[src/verilog/gauge_result_pkg.sv]
// Purpose: Shared constants and carriers for the gauge result register bank.
// Assumes: 125 MHz core clock, byte-wide command reads from the host port.
// Notes: Command addresses are byte addresses; each result is a byte pair.
package gauge_result_pkg;

	// Clock and time base.
	localparam int CLK_PERIOD_NS = 8;
	localparam longint ONE_SECOND_NS = 1000000000;
	localparam int SEC_CYCLES = int'(ONE_SECOND_NS / CLK_PERIOD_NS);

	// Even command addresses of the result words.
	localparam logic [7:0] ADDR_TIME_TO_FULL = 8'h18;
	localparam logic [7:0] ADDR_IDLE_CURRENT = 8'h1A;
	localparam logic [7:0] ADDR_IDLE_RUNTIME = 8'h1C;
	localparam logic [7:0] ADDR_PEAK_LOAD = 8'h1E;
	localparam logic [7:0] ADDR_PEAK_RUNTIME = 8'h20;
	localparam logic [7:0] ADDR_MEAN_POWER = 8'h24;
	localparam logic [7:0] ADDR_FIXED_POWER_RUNTIME = 8'h26;
	localparam logic [7:0] ADDR_HEALTH = 8'h28;
	localparam logic [7:0] ADDR_CYCLE_COUNT = 8'h2A;
	localparam logic [7:0] ADDR_CHARGE_PERCENT = 8'h2C;
	localparam logic [7:0] ADDR_CELL_IMPEDANCE = 8'h2E;
	localparam logic [7:0] ADDR_INSTANT_CURRENT = 8'h30;
	localparam logic [7:0] ADDR_LOG_FILL = 8'h32;
	localparam logic [7:0] ADDR_LOG_SAMPLE = 8'h34;
	localparam logic [7:0] ADDR_DIE_TEMP = 8'h36;

	// Fixed values and limits.
	localparam logic [15:0] NOT_AVAILABLE = 16'hFFFF;
	localparam logic [15:0] LOG_EMPTY_WORD = 16'h7FFF;
	localparam logic [15:0] UNMAPPED_WORD = 16'h0000;
	localparam logic [7:0] HEALTH_PCT_MAX = 8'h64;
	localparam logic [7:0] HEALTH_STATUS_MAX = 8'h03;
	localparam logic [15:0] CHARGE_PCT_MAX = 16'h0064;
	localparam logic [15:0] HALF_CHARGE_PCT = 16'h0032;
	localparam logic [15:0] CYCLE_COUNT_MAX = 16'hFFFF;
	localparam int LOG_DEPTH = 30;
	localparam logic [4:0] LOG_LAST_SLOT = 5'h1D;
	localparam logic [4:0] LOG_FULL_COUNT = 5'h1E;
	localparam int FILTER_SHIFT = 4;
	localparam int CELL_PROFILES = 2;

	// Measurements and computed values delivered by the gauging engine.
	typedef struct packed {
		logic signed [15:0] mean_current_ma;
		logic signed [15:0] conv_current_ma;
		logic signed [15:0] mean_power_mw;
		logic [15:0] ttf_minutes;
		logic [15:0] idle_runtime_minutes;
		logic [15:0] peak_runtime_minutes;
		logic [15:0] fixed_power_runtime_minutes;
		logic [7:0] health_pct;
		logic [7:0] health_status;
		logic [15:0] charge_pct;
		logic [15:0] impedance_mohm;
		logic [15:0] die_temp_0p1k;
		logic charging;
		logic discharging;
		logic full_charge;
	} gauge_meas_t;

	// Programmed settings held in non-volatile storage elsewhere.
	typedef struct packed {
		logic [15:0] init_standby_ma;
		logic [15:0] init_max_load_ma;
		logic [15:0] deadband_ma;
		logic [15:0] cycle_threshold_mah;
	} gauge_cfg_t;

endpackage : gauge_result_pkg

[src/verilog/gauge_result_registers.sv]
// Purpose: Read-only result register bank of a fuel gauge with a current data log FIFO.
// Assumes: Engine values and host strobes are synchronous to core_clk_i.
// Notes: Host reads bytes; the even byte freezes the word, the odd byte returns its top half.
//
// What this block does
// - Time to full reads 65535 unless charging.
// - Idle current starts at programmed standby value.
// - Idle filter steps each second within window.
// - First and last window samples are skipped.
// - New estimate is 15/16 old plus 1/16 new.
// - Idle runtime reads 65535 unless discharging.
// - Peak load grows to any larger discharge current.
// - Full after deep discharge averages peak with initial.
// - Peak runtime reads 65535 unless discharging.
// - Mean power signed, zero when idle.
// - Fixed power runtime per second, 65535 at zero.
// - Health percent clamped to 0x64.
// - Health status codes 0 to 3 only.
// - Cycle count steps at discharge threshold.
// - Two profile counters, active one cleared on new pack.
// - Charge percent never above 100.
// - Instant current latched once per second.
// - Fill count follows pushes and host reads.
// - Fill count saturates at 30, extra dropped.
// - Log port gives oldest sample or 0x7FFF.
// - Only log commands start or stop logging.
// - Die temperature reported in 0.1 K units.
// - Log on sets active, empties FIFO, blocks sleep.
// - Log off stops capture, keeps stored samples.
`timescale 1ns/1ps
module gauge_result_registers import gauge_result_pkg::*; #(
	parameter int SECOND_CYCLES = SEC_CYCLES
) (
	input wire logic core_clk_i,
	input wire logic resetn_i,
	input wire gauge_meas_t meas_i,
	input wire gauge_cfg_t cfg_i,
	input wire logic cell_profile_i,
	input wire logic pack_inserted_i,
	input wire logic dsg_step_valid_i,
	input wire logic [15:0] dsg_step_mah_i,
	input wire logic cc_sample_valid_i,
	input wire logic signed [15:0] cc_sample_ma_i,
	input wire logic log_on_subcommand_i,
	input wire logic log_off_subcommand_i,
	input wire logic rd_strobe_i,
	input wire logic [7:0] cmd_addr_i,
	output logic [7:0] rd_data_o,
	output logic log_active_bit_o,
	output logic sleep_inhibit_o
);

	// One-second time base; the engine refreshes its own values at the same rate.
	logic [31:0] sec_cnt_ff;
	logic sec_tick;
	assign sec_tick = (sec_cnt_ff == 32'(SECOND_CYCLES - 1));

	// The counter wraps on the tick so every tick is exactly one second apart.
	always_ff @(posedge core_clk_i) begin
		if (!resetn_i) begin
			sec_cnt_ff <= 32'h0;
		end else begin
			sec_cnt_ff <= sec_tick ? 32'h0 : sec_cnt_ff + 32'h1;
		end
	end

	// Discharge magnitude of the averaged current; charge reads as zero.
	logic [15:0] dsg_mag;
	assign dsg_mag = meas_i.mean_current_ma[15] ? 16'(-meas_i.mean_current_ma) : 16'h0;

	// Standby window test; the doubled limit is widened so it cannot wrap.
	logic idle_in_window;
	assign idle_in_window = (dsg_mag > cfg_i.deadband_ma) &&
		({1'b0, dsg_mag} <= {cfg_i.init_standby_ma, 1'b0});

	// Idle filter state: estimate magnitude, a held sample and window progress.
	logic [15:0] idle_est_ff;
	logic [15:0] idle_pend_ff;
	logic idle_pend_vld_ff;
	logic idle_seen_ff;
	logic idle_learned_ff;
	logic [19:0] idle_blend;

	// Fifteen sixteenths of the old value plus one sixteenth of the new sample.
	assign idle_blend = ({4'h0, idle_est_ff} << FILTER_SHIFT) - {4'h0, idle_est_ff}
		+ {4'h0, idle_pend_ff};

	// A sample is only folded in when the next second is also in the window, so the
	// last sample of a window is dropped; the first one is discarded by idle_seen_ff.
	always_ff @(posedge core_clk_i) begin
		if (!resetn_i) begin
			idle_est_ff <= 16'h0;
			idle_pend_ff <= 16'h0;
			idle_pend_vld_ff <= 1'b0;
			idle_seen_ff <= 1'b0;
			idle_learned_ff <= 1'b0;
		end else if (!idle_learned_ff) begin
			// Track the programmed value until the first measurement lands.
			idle_est_ff <= cfg_i.init_standby_ma;
			if (sec_tick) begin
				idle_seen_ff <= idle_in_window;
				idle_pend_vld_ff <= idle_in_window && idle_seen_ff;
				idle_pend_ff <= dsg_mag;
				if (idle_in_window && idle_pend_vld_ff) begin
					idle_learned_ff <= 1'b1;
				end
			end
		end else if (sec_tick) begin
			idle_seen_ff <= idle_in_window;
			idle_pend_vld_ff <= idle_in_window && idle_seen_ff;
			idle_pend_ff <= dsg_mag;
			if (idle_in_window && idle_pend_vld_ff) begin
				idle_est_ff <= idle_blend[19:FILTER_SHIFT];
			end
		end
	end

	// The learned flag only moves the switch point; the first fold then starts
	// from the programmed value, which is what the estimate held until then.
	logic [15:0] idle_current_word;
	assign idle_current_word = 16'(-idle_est_ff);

	// Peak load tracking, held as a magnitude and reported as a discharge.
	logic [15:0] peak_mag_ff;
	logic peak_loaded_ff;
	logic deep_dsg_ff;
	logic full_prev_ff;
	logic full_rise;
	logic [16:0] peak_sum;
	assign full_rise = meas_i.full_charge && !full_prev_ff;
	assign peak_sum = {1'b0, peak_mag_ff} + {1'b0, cfg_i.init_max_load_ma};

	// The relaxation to the mean wins over growth in the same cycle; the next
	// larger sample grows it again one cycle later.
	always_ff @(posedge core_clk_i) begin
		if (!resetn_i) begin
			peak_mag_ff <= 16'h0;
			peak_loaded_ff <= 1'b0;
			deep_dsg_ff <= 1'b0;
			full_prev_ff <= 1'b0;
		end else begin
			full_prev_ff <= meas_i.full_charge;
			if (!peak_loaded_ff) begin
				peak_mag_ff <= cfg_i.init_max_load_ma;
				peak_loaded_ff <= 1'b1;
			end else if (full_rise && deep_dsg_ff) begin
				peak_mag_ff <= peak_sum[16:1];
			end else if (dsg_mag > peak_mag_ff) begin
				peak_mag_ff <= dsg_mag;
			end
			if (full_rise) begin
				deep_dsg_ff <= 1'b0;
			end else if (meas_i.discharging && meas_i.charge_pct < HALF_CHARGE_PCT) begin
				deep_dsg_ff <= 1'b1;
			end
		end
	end

	// Fixed power runtime and instant current move only on the second tick.
	logic [15:0] fixed_runtime_ff;
	logic [15:0] instant_current_ff;
	always_ff @(posedge core_clk_i) begin
		if (!resetn_i) begin
			fixed_runtime_ff <= NOT_AVAILABLE;
			instant_current_ff <= 16'h0;
		end else if (sec_tick) begin
			fixed_runtime_ff <= (meas_i.mean_power_mw == 16'sh0) ? NOT_AVAILABLE :
				meas_i.fixed_power_runtime_minutes;
			instant_current_ff <= meas_i.conv_current_ma;
		end
	end

	// Cycle counters, one per cell profile, each with its discharge accumulator.
	logic [15:0] cycle_cnt_ff [CELL_PROFILES];
	logic [31:0] dsg_acc_ff [CELL_PROFILES];
	generate
		for (genvar p = 0; p < CELL_PROFILES; p++) begin : g_profile
			logic active;
			logic [31:0] acc_sum;
			logic crossed;
			assign active = (cell_profile_i == 1'(p));
			assign acc_sum = dsg_acc_ff[p] + {16'h0, dsg_step_mah_i};
			assign crossed = acc_sum >= {16'h0, cfg_i.cycle_threshold_mah};
			// A new pack wipes the active profile; the threshold is subtracted so
			// leftover discharge carries into the next cycle.
			always_ff @(posedge core_clk_i) begin
				if (!resetn_i) begin
					cycle_cnt_ff[p] <= 16'h0;
					dsg_acc_ff[p] <= 32'h0;
				end else if (active && pack_inserted_i) begin
					cycle_cnt_ff[p] <= 16'h0;
					dsg_acc_ff[p] <= 32'h0;
				end else if (active && dsg_step_valid_i) begin
					if (crossed && cfg_i.cycle_threshold_mah != 16'h0) begin
						dsg_acc_ff[p] <= acc_sum - {16'h0, cfg_i.cycle_threshold_mah};
						if (cycle_cnt_ff[p] != CYCLE_COUNT_MAX) begin
							cycle_cnt_ff[p] <= cycle_cnt_ff[p] + 16'h1;
						end
					end else begin
						dsg_acc_ff[p] <= acc_sum;
					end
				end
			end
		end
	endgenerate

	// Data log control; only the two subcommands move the active bit.
	logic log_active_ff;
	always_ff @(posedge core_clk_i) begin
		if (!resetn_i) begin
			log_active_ff <= 1'b0;
		end else if (log_on_subcommand_i) begin
			log_active_ff <= 1'b1;
		end else if (log_off_subcommand_i) begin
			log_active_ff <= 1'b0;
		end
	end
	assign log_active_bit_o = log_active_ff;
	assign sleep_inhibit_o = log_active_ff;

	// Log FIFO: 30 flip-flop slots, a read slot, a write slot and a fill count.
	logic [15:0] log_mem_ff [LOG_DEPTH];
	logic [4:0] log_rd_ff;
	logic [4:0] log_wr_ff;
	logic [4:0] log_cnt_ff;
	logic log_push;
	logic log_pop;
	logic snap_from_log_ff;

	// Samples arriving with a full FIFO are lost, never written over old ones.
	assign log_push = log_active_ff && cc_sample_valid_i &&
		(log_cnt_ff != LOG_FULL_COUNT);
	// Popping needs the odd byte of a word whose even byte caught a real sample.
	assign log_pop = rd_strobe_i && (cmd_addr_i == (ADDR_LOG_SAMPLE | 8'h01)) &&
		snap_from_log_ff && (log_cnt_ff != 5'h0);

	generate
		for (genvar s = 0; s < LOG_DEPTH; s++) begin : g_log_slot
			always_ff @(posedge core_clk_i) begin
				if (!resetn_i) begin
					log_mem_ff[s] <= 16'h0;
				end else if (log_push && log_wr_ff == 5'(s)) begin
					log_mem_ff[s] <= cc_sample_ma_i;
				end
			end
		end
	endgenerate

	// Log on empties the FIFO; a sample in that cycle is not captured.
	always_ff @(posedge core_clk_i) begin
		if (!resetn_i || log_on_subcommand_i) begin
			log_rd_ff <= 5'h0;
			log_wr_ff <= 5'h0;
			log_cnt_ff <= 5'h0;
		end else begin
			if (log_push) begin
				log_wr_ff <= (log_wr_ff == LOG_LAST_SLOT) ? 5'h0 : log_wr_ff + 5'h1;
			end
			if (log_pop) begin
				log_rd_ff <= (log_rd_ff == LOG_LAST_SLOT) ? 5'h0 : log_rd_ff + 5'h1;
			end
			if (log_push && !log_pop) begin
				log_cnt_ff <= log_cnt_ff + 5'h1;
			end else if (log_pop && !log_push) begin
				log_cnt_ff <= log_cnt_ff - 5'h1;
			end
		end
	end

	// Word views of the shaped results, with the time to full, idle runtime and peak runtime not-available values forced here.
	logic [15:0] ttf_word;
	logic [15:0] idle_runtime_word;
	logic [15:0] peak_runtime_word;
	logic [15:0] power_word;
	logic [15:0] health_word;
	logic [15:0] charge_word;
	logic [15:0] log_word;
	logic [15:0] cycle_word;
	logic log_empty;
	assign ttf_word = meas_i.charging ? meas_i.ttf_minutes : NOT_AVAILABLE;
	assign idle_runtime_word = meas_i.discharging ?
		meas_i.idle_runtime_minutes : NOT_AVAILABLE;
	assign peak_runtime_word = meas_i.discharging ?
		meas_i.peak_runtime_minutes : NOT_AVAILABLE;
	assign power_word = (meas_i.charging || meas_i.discharging) ?
		meas_i.mean_power_mw : 16'h0;
	// Reserved status codes read as not initialised rather than leak through.
	assign health_word = {
		(meas_i.health_status > HEALTH_STATUS_MAX) ? 8'h00 : meas_i.health_status,
		(meas_i.health_pct > HEALTH_PCT_MAX) ? HEALTH_PCT_MAX : meas_i.health_pct
	};
	assign charge_word = (meas_i.charge_pct > CHARGE_PCT_MAX) ?
		CHARGE_PCT_MAX : meas_i.charge_pct;
	assign log_empty = (log_cnt_ff == 5'h0);
	assign log_word = log_empty ? LOG_EMPTY_WORD : log_mem_ff[log_rd_ff];
	assign cycle_word = cycle_cnt_ff[cell_profile_i];

	// Word decode on the even address; unmapped addresses read as zero.
	logic [7:0] word_addr;
	logic [15:0] sel_word;
	assign word_addr = {cmd_addr_i[7:1], 1'b0};
	assign sel_word =
		(word_addr == ADDR_TIME_TO_FULL) ? ttf_word :
		(word_addr == ADDR_IDLE_CURRENT) ? idle_current_word :
		(word_addr == ADDR_IDLE_RUNTIME) ? idle_runtime_word :
		(word_addr == ADDR_PEAK_LOAD) ? 16'(-peak_mag_ff) :
		(word_addr == ADDR_PEAK_RUNTIME) ? peak_runtime_word :
		(word_addr == ADDR_MEAN_POWER) ? power_word :
		(word_addr == ADDR_FIXED_POWER_RUNTIME) ? fixed_runtime_ff :
		(word_addr == ADDR_HEALTH) ? health_word :
		(word_addr == ADDR_CYCLE_COUNT) ? cycle_word :
		(word_addr == ADDR_CHARGE_PERCENT) ? charge_word :
		(word_addr == ADDR_CELL_IMPEDANCE) ? meas_i.impedance_mohm :
		(word_addr == ADDR_INSTANT_CURRENT) ? instant_current_ff :
		(word_addr == ADDR_LOG_FILL) ? {11'h0, log_cnt_ff} :
		(word_addr == ADDR_LOG_SAMPLE) ? log_word :
		(word_addr == ADDR_DIE_TEMP) ? meas_i.die_temp_0p1k :
		UNMAPPED_WORD;

	// Byte read path: an even read returns the low byte and freezes the word so the
	// odd read that follows cannot tear; an odd read alone uses the last frozen word.
	logic [15:0] snap_word_ff;
	always_ff @(posedge core_clk_i) begin
		if (!resetn_i) begin
			snap_word_ff <= 16'h0;
			snap_from_log_ff <= 1'b0;
			rd_data_o <= 8'h00;
		end else if (rd_strobe_i) begin
			if (!cmd_addr_i[0]) begin
				snap_word_ff <= sel_word;
				snap_from_log_ff <= (word_addr == ADDR_LOG_SAMPLE) && !log_empty;
				rd_data_o <= sel_word[7:0];
			end else begin
				rd_data_o <= snap_word_ff[15:8];
				snap_from_log_ff <= 1'b0;
			end
		end
	end

endmodule : gauge_result_registers

[config.mk]
export PLATFORM = sky130hd
export DESIGN_NAME = gauge_result_registers
export DESIGN_NICKNAME = d
export VERILOG_FILES = /design/src/verilog/gauge_result_pkg.sv /design/src/verilog/gauge_result_registers.sv
export SDC_FILE = /design/constraint.sdc
export NUM_CORES = 2
export LEC_CHECK = 0
export BUFFER_PORTS_ARGS = -buffer_cell sky130_fd_sc_hd__buf_2
export CAP_MARGIN = 30
export CORE_MARGIN = 4
export CORE_UTILIZATION = 50
export CTS_BUF_LIST = sky130_fd_sc_hd__clkbuf_8
export DETAILED_ROUTE_END_ITERATION = 16
export PLACE_DENSITY = 0.68
export RECOVER_POWER = 100
export SLEW_MARGIN = 15
export SYNTH_ARGS = -nofsm -noshare
export SYNTH_HDL_FRONTEND = slang
export SYNTH_SLANG_ARGS = --single-unit
export TNS_END_PERCENT = 1
[constraint.sdc]
create_clock -name core_clk_i -period 9.8 [get_ports core_clk_i]
set_input_delay 1.96 -clock core_clk_i [delete_from_list [all_inputs] [get_ports core_clk_i]]
set_output_delay 1.96 -clock core_clk_i [all_outputs]
set_load 0.02 [all_outputs]
### After elaboration in Yosys (flattened, before gate mapping)

Memories as Yosys holds them, arrays and structs flattened. A register that Yosys moved wholly into a read port is not among the register bits.
Index checks and enable logic that the tools add are counted.

* add/subtract/negate cells: 17
* multipliers: 0
* div/mod/pow operators: 0
* order comparisons: 9
* equal/unequal tests: 53
* shifts and indexed selects: 0
* mux-type cells: 214
* bitwise gates (word level): 43
* reductions and logical operators: 68

Operator list (number)
* 16-bit two-way mux: 63
* 32-bit two-way mux: 6
* 1-bit two-way mux: 136
* 7-bit by 5-bit equality test with 1-bit output, second input constant: 11
* 5-bit equality test, second input constant: 15
* 32-bit by 16-bit adder with 32-bit output: 2
* 32-bit by 16-bit >= comparator with 1-bit output: 2
* 32-bit by 16-bit subtractor with 32-bit output: 2
* 1-bit logical AND: 50
* 16-bit negator: 3
* 5-bit by 4-bit equality test with 1-bit output, second input constant: 8
* 1-bit bitwise OR: 40
* 16-bit by 1-bit adder with 16-bit output, second input constant: 2
* 32-bit by 1-bit adder with 32-bit output, second input constant: 1
* 32-bit by 27-bit equality test with 1-bit output, second input constant: 1
* 16-bit greater-than comparator: 2
* 16-bit inequality test, second input constant: 2
* 5-bit two-way mux: 6
* 7-bit by 4-bit equality test with 1-bit output, second input constant: 4
* 8-bit two-way mux: 3
* 20-bit by 16-bit adder with 20-bit output: 1
* 5-bit by 3-bit equality test with 1-bit output, second input constant: 4
* 20-bit by 16-bit subtractor with 20-bit output: 1
* 16-bit by 16-bit adder with 17-bit output: 1
* other kinds (24): 38

* bits in registers: 159
* latch bits: 0
* bits in writable memories: 576
* memory bits (read-only): 0
* input port bits: 292
* output and inout bits: 10
* logic and storage cells: 426
* memories: 3

Memory list
* log_mem_ff: depth 30, bits a word 16, read ports 1, clocked after Yosys merged registers in 1, wr ports 30, RTL line gauge_result_registers.sv:222 `logic [15:0] log_mem_ff [LOG_DEPTH];`
* dsg_acc_ff: depth 2, bits a word 32, read ports 2, clocked after Yosys merged registers in 0, wr ports 2, RTL line gauge_result_registers.sv:175 `logic [31:0] dsg_acc_ff [CELL_PROFILES];`
* cycle_cnt_ff: depth 2, bits a word 16, read ports 3, clocked after Yosys merged registers in 0, wr ports 2, RTL line gauge_result_registers.sv:174 `logic [15:0] cycle_cnt_ff [CELL_PROFILES];`

### Longest topological paths before layout

* word-level depth: 17
* gate-level depth with buffers: 20
* mapped depth without buffers: 19

### Worst setup path before layout

No wires, ideal clock.

* path type: input port to flip-flop
* start: in dsg_step_mah_i[0]
* end: mem cycle_cnt_ff[1][0], enable pin
* setup time: 0.416 ns
* arrival: 6.146 ns
* data required time: 9.384 ns
* path slack: 3.238 ns
* stages on the path: 18
* path buffers: 0
* cell sequence: ha_1 fa_1 a211oi_1 nor2_1 o21ai_0 nor2b_1 xnor2_1 ha_1 nand2_1 o21ai_0 a211oi_1 o21ai_0 a21o_1 a211o_1 nor3_1 a21oi_2 nand3_1 nand3_1

RTL lines
* from (decl): RTL line gauge_result_registers.sv:41 `input wire logic [15:0] dsg_step_mah_i,`
* to (decl): RTL line gauge_result_registers.sv:174

==> results.json <==
{
  "die_w_um": 302,
  "yosysMostFrequentCell": "edfxtp_1",
  "ys_seq_elements": 732,
  "initial_core_util_pct": 50.5,
  "min-delay-start": "instant_current_ff[0]$_SDFFE_PN0P_",
  "setup_violations": 0,
  "cellPowerDensity_nw_per_um2": 154,
  "setup_tns_ns": 0,
  "synthFlopType": "edfxtp_1",
  "vias": 33300,
  "numCtsBuffers": 131,
  "ys_types": 98,
  "die_y_um": 302,
  "syn_inst": 4027,
  "layout_min_cycle_time_ns": 7.77,
  "drt-total-wl_um": 132000,
  "placed_cell_area_um2": 46000,
  "antenna_found_initial": 9,
  "hold_class": "flip-flop to flip-flop",
  "drc": 0,
  "whs_endpoint": "instant_current_ff[0]$_SDFFE_PN0P_",
  "first_iter_violations": 3434,
  "final_util_pct": 56.3,
  "worst_slew_margin_rel_pct": -173,
  "power.total_mw": 7.41,
  "path_max_fanout": 25,
  "dpl.cell_count": 5347,
  "clock_skew_ns": 0.0323,
  "drv_slew": 298,
  "final_cell_count_no_fill": 5578,
  "synth_edf_count": 576,
  "num-fill-cells": 7451,
  "synth_warnings": 0,
  "grt_pass1_vias": 31800,
  "place_hpwl_um": 95000,
  "grt_max_degree": 81,
  "layout.nets": 4814,
  "rows": 107,
  "final.period_utilization_pct": 79.3,
  "synth.area.top_cells": "edfxtp_1, mux4_2, and2_1, dfxtp_1, ha_1",
  "status": "finished, violations left",
  "endpoint_kind": "flip-flop",
  "drt-pass1-iter-count": 6,
  "worstReg2RegStart": "dsg_acc_ff[1][0]$_SDFFCE_PN0P_",
  "final_layout_size_suffix_gt1_share_pct": 15.1,
  "vias_per_cell": 5.97,
  "hold_viol_final": 0,
  "rsz0062_at_grt": "false",
  "ir_worst_vdd_v": 0.000119,
  "cts_hold_buffers": 0,
  "gp_congestion": 1.01,
  "synth_top_area_share_pct": 40.1,
  "io_buffer_count": 301,
  "grt_pass1_wl_um": 195000,
  "cp.required_ns": 10.31,
  "synth_area_um2": 43100,
  "start_kind": "input port",
  "netlist_top_cells_count": "edfxtp_1, and2_1, nor2_1",
  "dieArea_um2": 91000,
  "clk_root_buffer_cell": "clkbuf_8",
  "clk_pin_slew_ns": 0.06,
  "clk_latency_ns": 0.79,
  "tightest_slew_ns": 4.09,
  "cts_setup_buffers": 0,
  "ctsResizeCount": 0,
  "async_reset_ff_share_pct": 0,
  "grt_use_total_pct": 28.5,
  "r2r-end": "dsg_acc_ff[1][11]$_SDFFCE_PN0P_",
  "crit_type": "input port to flip-flop",
  "holdPathStages": 2,
  "routedWlPerCell_um": 23.6,
  "io_pins": 302,
  "fin_area_um2": 48000,
  "cellLeakagePower_nw": 18.2,
  "cts_sinks": 732,
  "violations": "max-capacitance violations, max-slew violations",
  "synth_top_cell_by_area": "edfxtp_1",
  "clockBufferDepth": 3,
  "cp.arrival_ns": 8.28,
  "seq_area_frac_synth_pct": 47.4,
  "r2r_slack_ns": 2.94,
  "synth_nets": 4502,
  "maxCapViolCount": 8,
  "synth.avg_cell_area_um2": 10.7,
  "ant_nets": 0,
  "cts_tree": "built",
  "fp.coreArea_um2": 85300,
  "rr_worst_depth": 18,
  "max_freq_ghz": 0.129,
  "areaGrowthSynthToFinish_pct": 11.4,
  "htreeDepth": 4,
  "overflow": 0
}
sequential cells by signal, indices dropped and copies added (netlist names), 5 cells and up, named ones only:
register / count
peak_mag_ff: 16
rd_data_o: 8
idle_pend_ff: 16
idle_est_ff: 16
cycle_cnt_ff: 32
log_wr_ff: 5
log_cnt_ff: 5
sec_cnt_ff: 32
snap_word_ff: 8
log_mem_ff: 480
instant_current_ff: 16
fixed_runtime_ff: 16
dsg_acc_ff: 64
log_rd_ff: 5
area by class of cell:
class | count | area (µm²) | area share (%)
Tap cell | 1144 | 1430 | 2.98
Multi-Input combinational cell | 2894 | 21100 | 43.9
Clock buffer | 141 | 1940 | 4.04
Timing Repair Buffer | 398 | 1970 | 4.10
Antenna cell | 4 | 10.0 | 0.0209
Clock inverter | 83 | 455 | 0.949
Sequential cell | 732 | 20400 | 42.6
Inverter | 182 | 683 | 1.42
worst max-delay path: stages:
cell	delay, ns
clkbuf_1	0.11
ha_1	0.24
fa_1	0.43
a211oi_1	0.31
nor2_1	0.10
o21ai_0	0.13
nor2b_1	0.17
xnor2_1	0.18
ha_1	0.33
nand2_1	0.11
o21ai_0	0.10
a211oi_1	0.40
o21ai_0	0.15
a21o_1	0.24
a211o_1	0.40
or3_1	0.47
o21ai_0	2.05
or3_1	0.30
a21oi_1	0.08
per-layer routing:
metal	global-route usage, %	vias up	wire [µm]	share of wire, %
met5	0	-	40	0.030
met4	12.8	6	6320	4.8
met3	5.28	318	11300	8.6
met2	44.5	1515	60300	46
met1	38.8	16100	53700	41
li1	-	15300	-	-
cell usage in the layout (no fill, tap or decap), types with 82 or more instances in the layout:
cell      instances
and2_1          244
clkbuf_1         83
edfxtp_1        576
nand3_1         110
clkbuf_8        141
xnor2_1         121
inv_1           230
buf_2           291
a21oi_1         221
xor2_1           82
nor2_1          326
nand2_1         261
and2_0          264
ha_1            165
dfxtp_1         152
mux4_2          141
o21ai_0         163
logic make-up (layout without fill, tap and decap cells):
kind of cell	after synthesis	after routing	share of synthesized area (%)
compound gates	759	759	11.5
xor+xnor	203	203	4.13
fa+ha+maj	183	183	5.63
buf+inv	401	804	3.63
flops	732	732	47.4
mux	214	214	9.11
other cells	0	4	0
simple gates	1535	1535	18.6
power by group:
| group | switching [mW] | total (mW) | internal, mW | leakage [nW] |
|---|---|---|---|---|
| Clock | 1.32 | 2.70 | 1.38 | 1.41 |
| Sequential | 0.0702 | 3.53 | 3.46 | 7.26 |
| Combinational | 0.725 | 1.18 | 0.458 | 9.51 |
| Total | 2.11 | 7.41 | 5.30 | 18.2 |
worst max-delay path by stage:
| stage | depth (start not counted) | to | start | slack, ns |
|---|---|---|---|---|
| final | 19 | dsg_acc_ff[1][11]$_SDFFCE_PN0P_ | dsg_step_mah_i[0] | 2.03 |
| after global routing | 19 | dsg_acc_ff[1][11]$_SDFFCE_PN0P_ | dsg_step_mah_i[0] | 1.50 |
| after CTS | 19 | cycle_cnt_ff[1][3]$_SDFFCE_PN0P_ | dsg_step_mah_i[0] | 3.00 |
| after detailed placement | 19 | cycle_cnt_ff[1][2]$_SDFFCE_PN0P_ | dsg_step_mah_i[0] | 2.17 |
| after global placement | 19 | cycle_cnt_ff[1][6]$_SDFFCE_PN0P_ | dsg_step_mah_i[0] | 2.30 |
| after floorplan | 18 | cycle_cnt_ff[1][0]$_SDFFCE_PN0P_ | dsg_step_mah_i[0] | 3.24 |
per-stage QoR:
stage / setup WS [ns] / hold WS, ns
after CTS: 3.00 / 0.455
after floorplan: 3.24 / 0.427
after detailed placement: 2.17 / 0.444
after global placement: 2.30 / 0.435
final: 2.03 / 0.451
after global routing: 1.50 / 0.472
(Power assumes the default switching activity.)
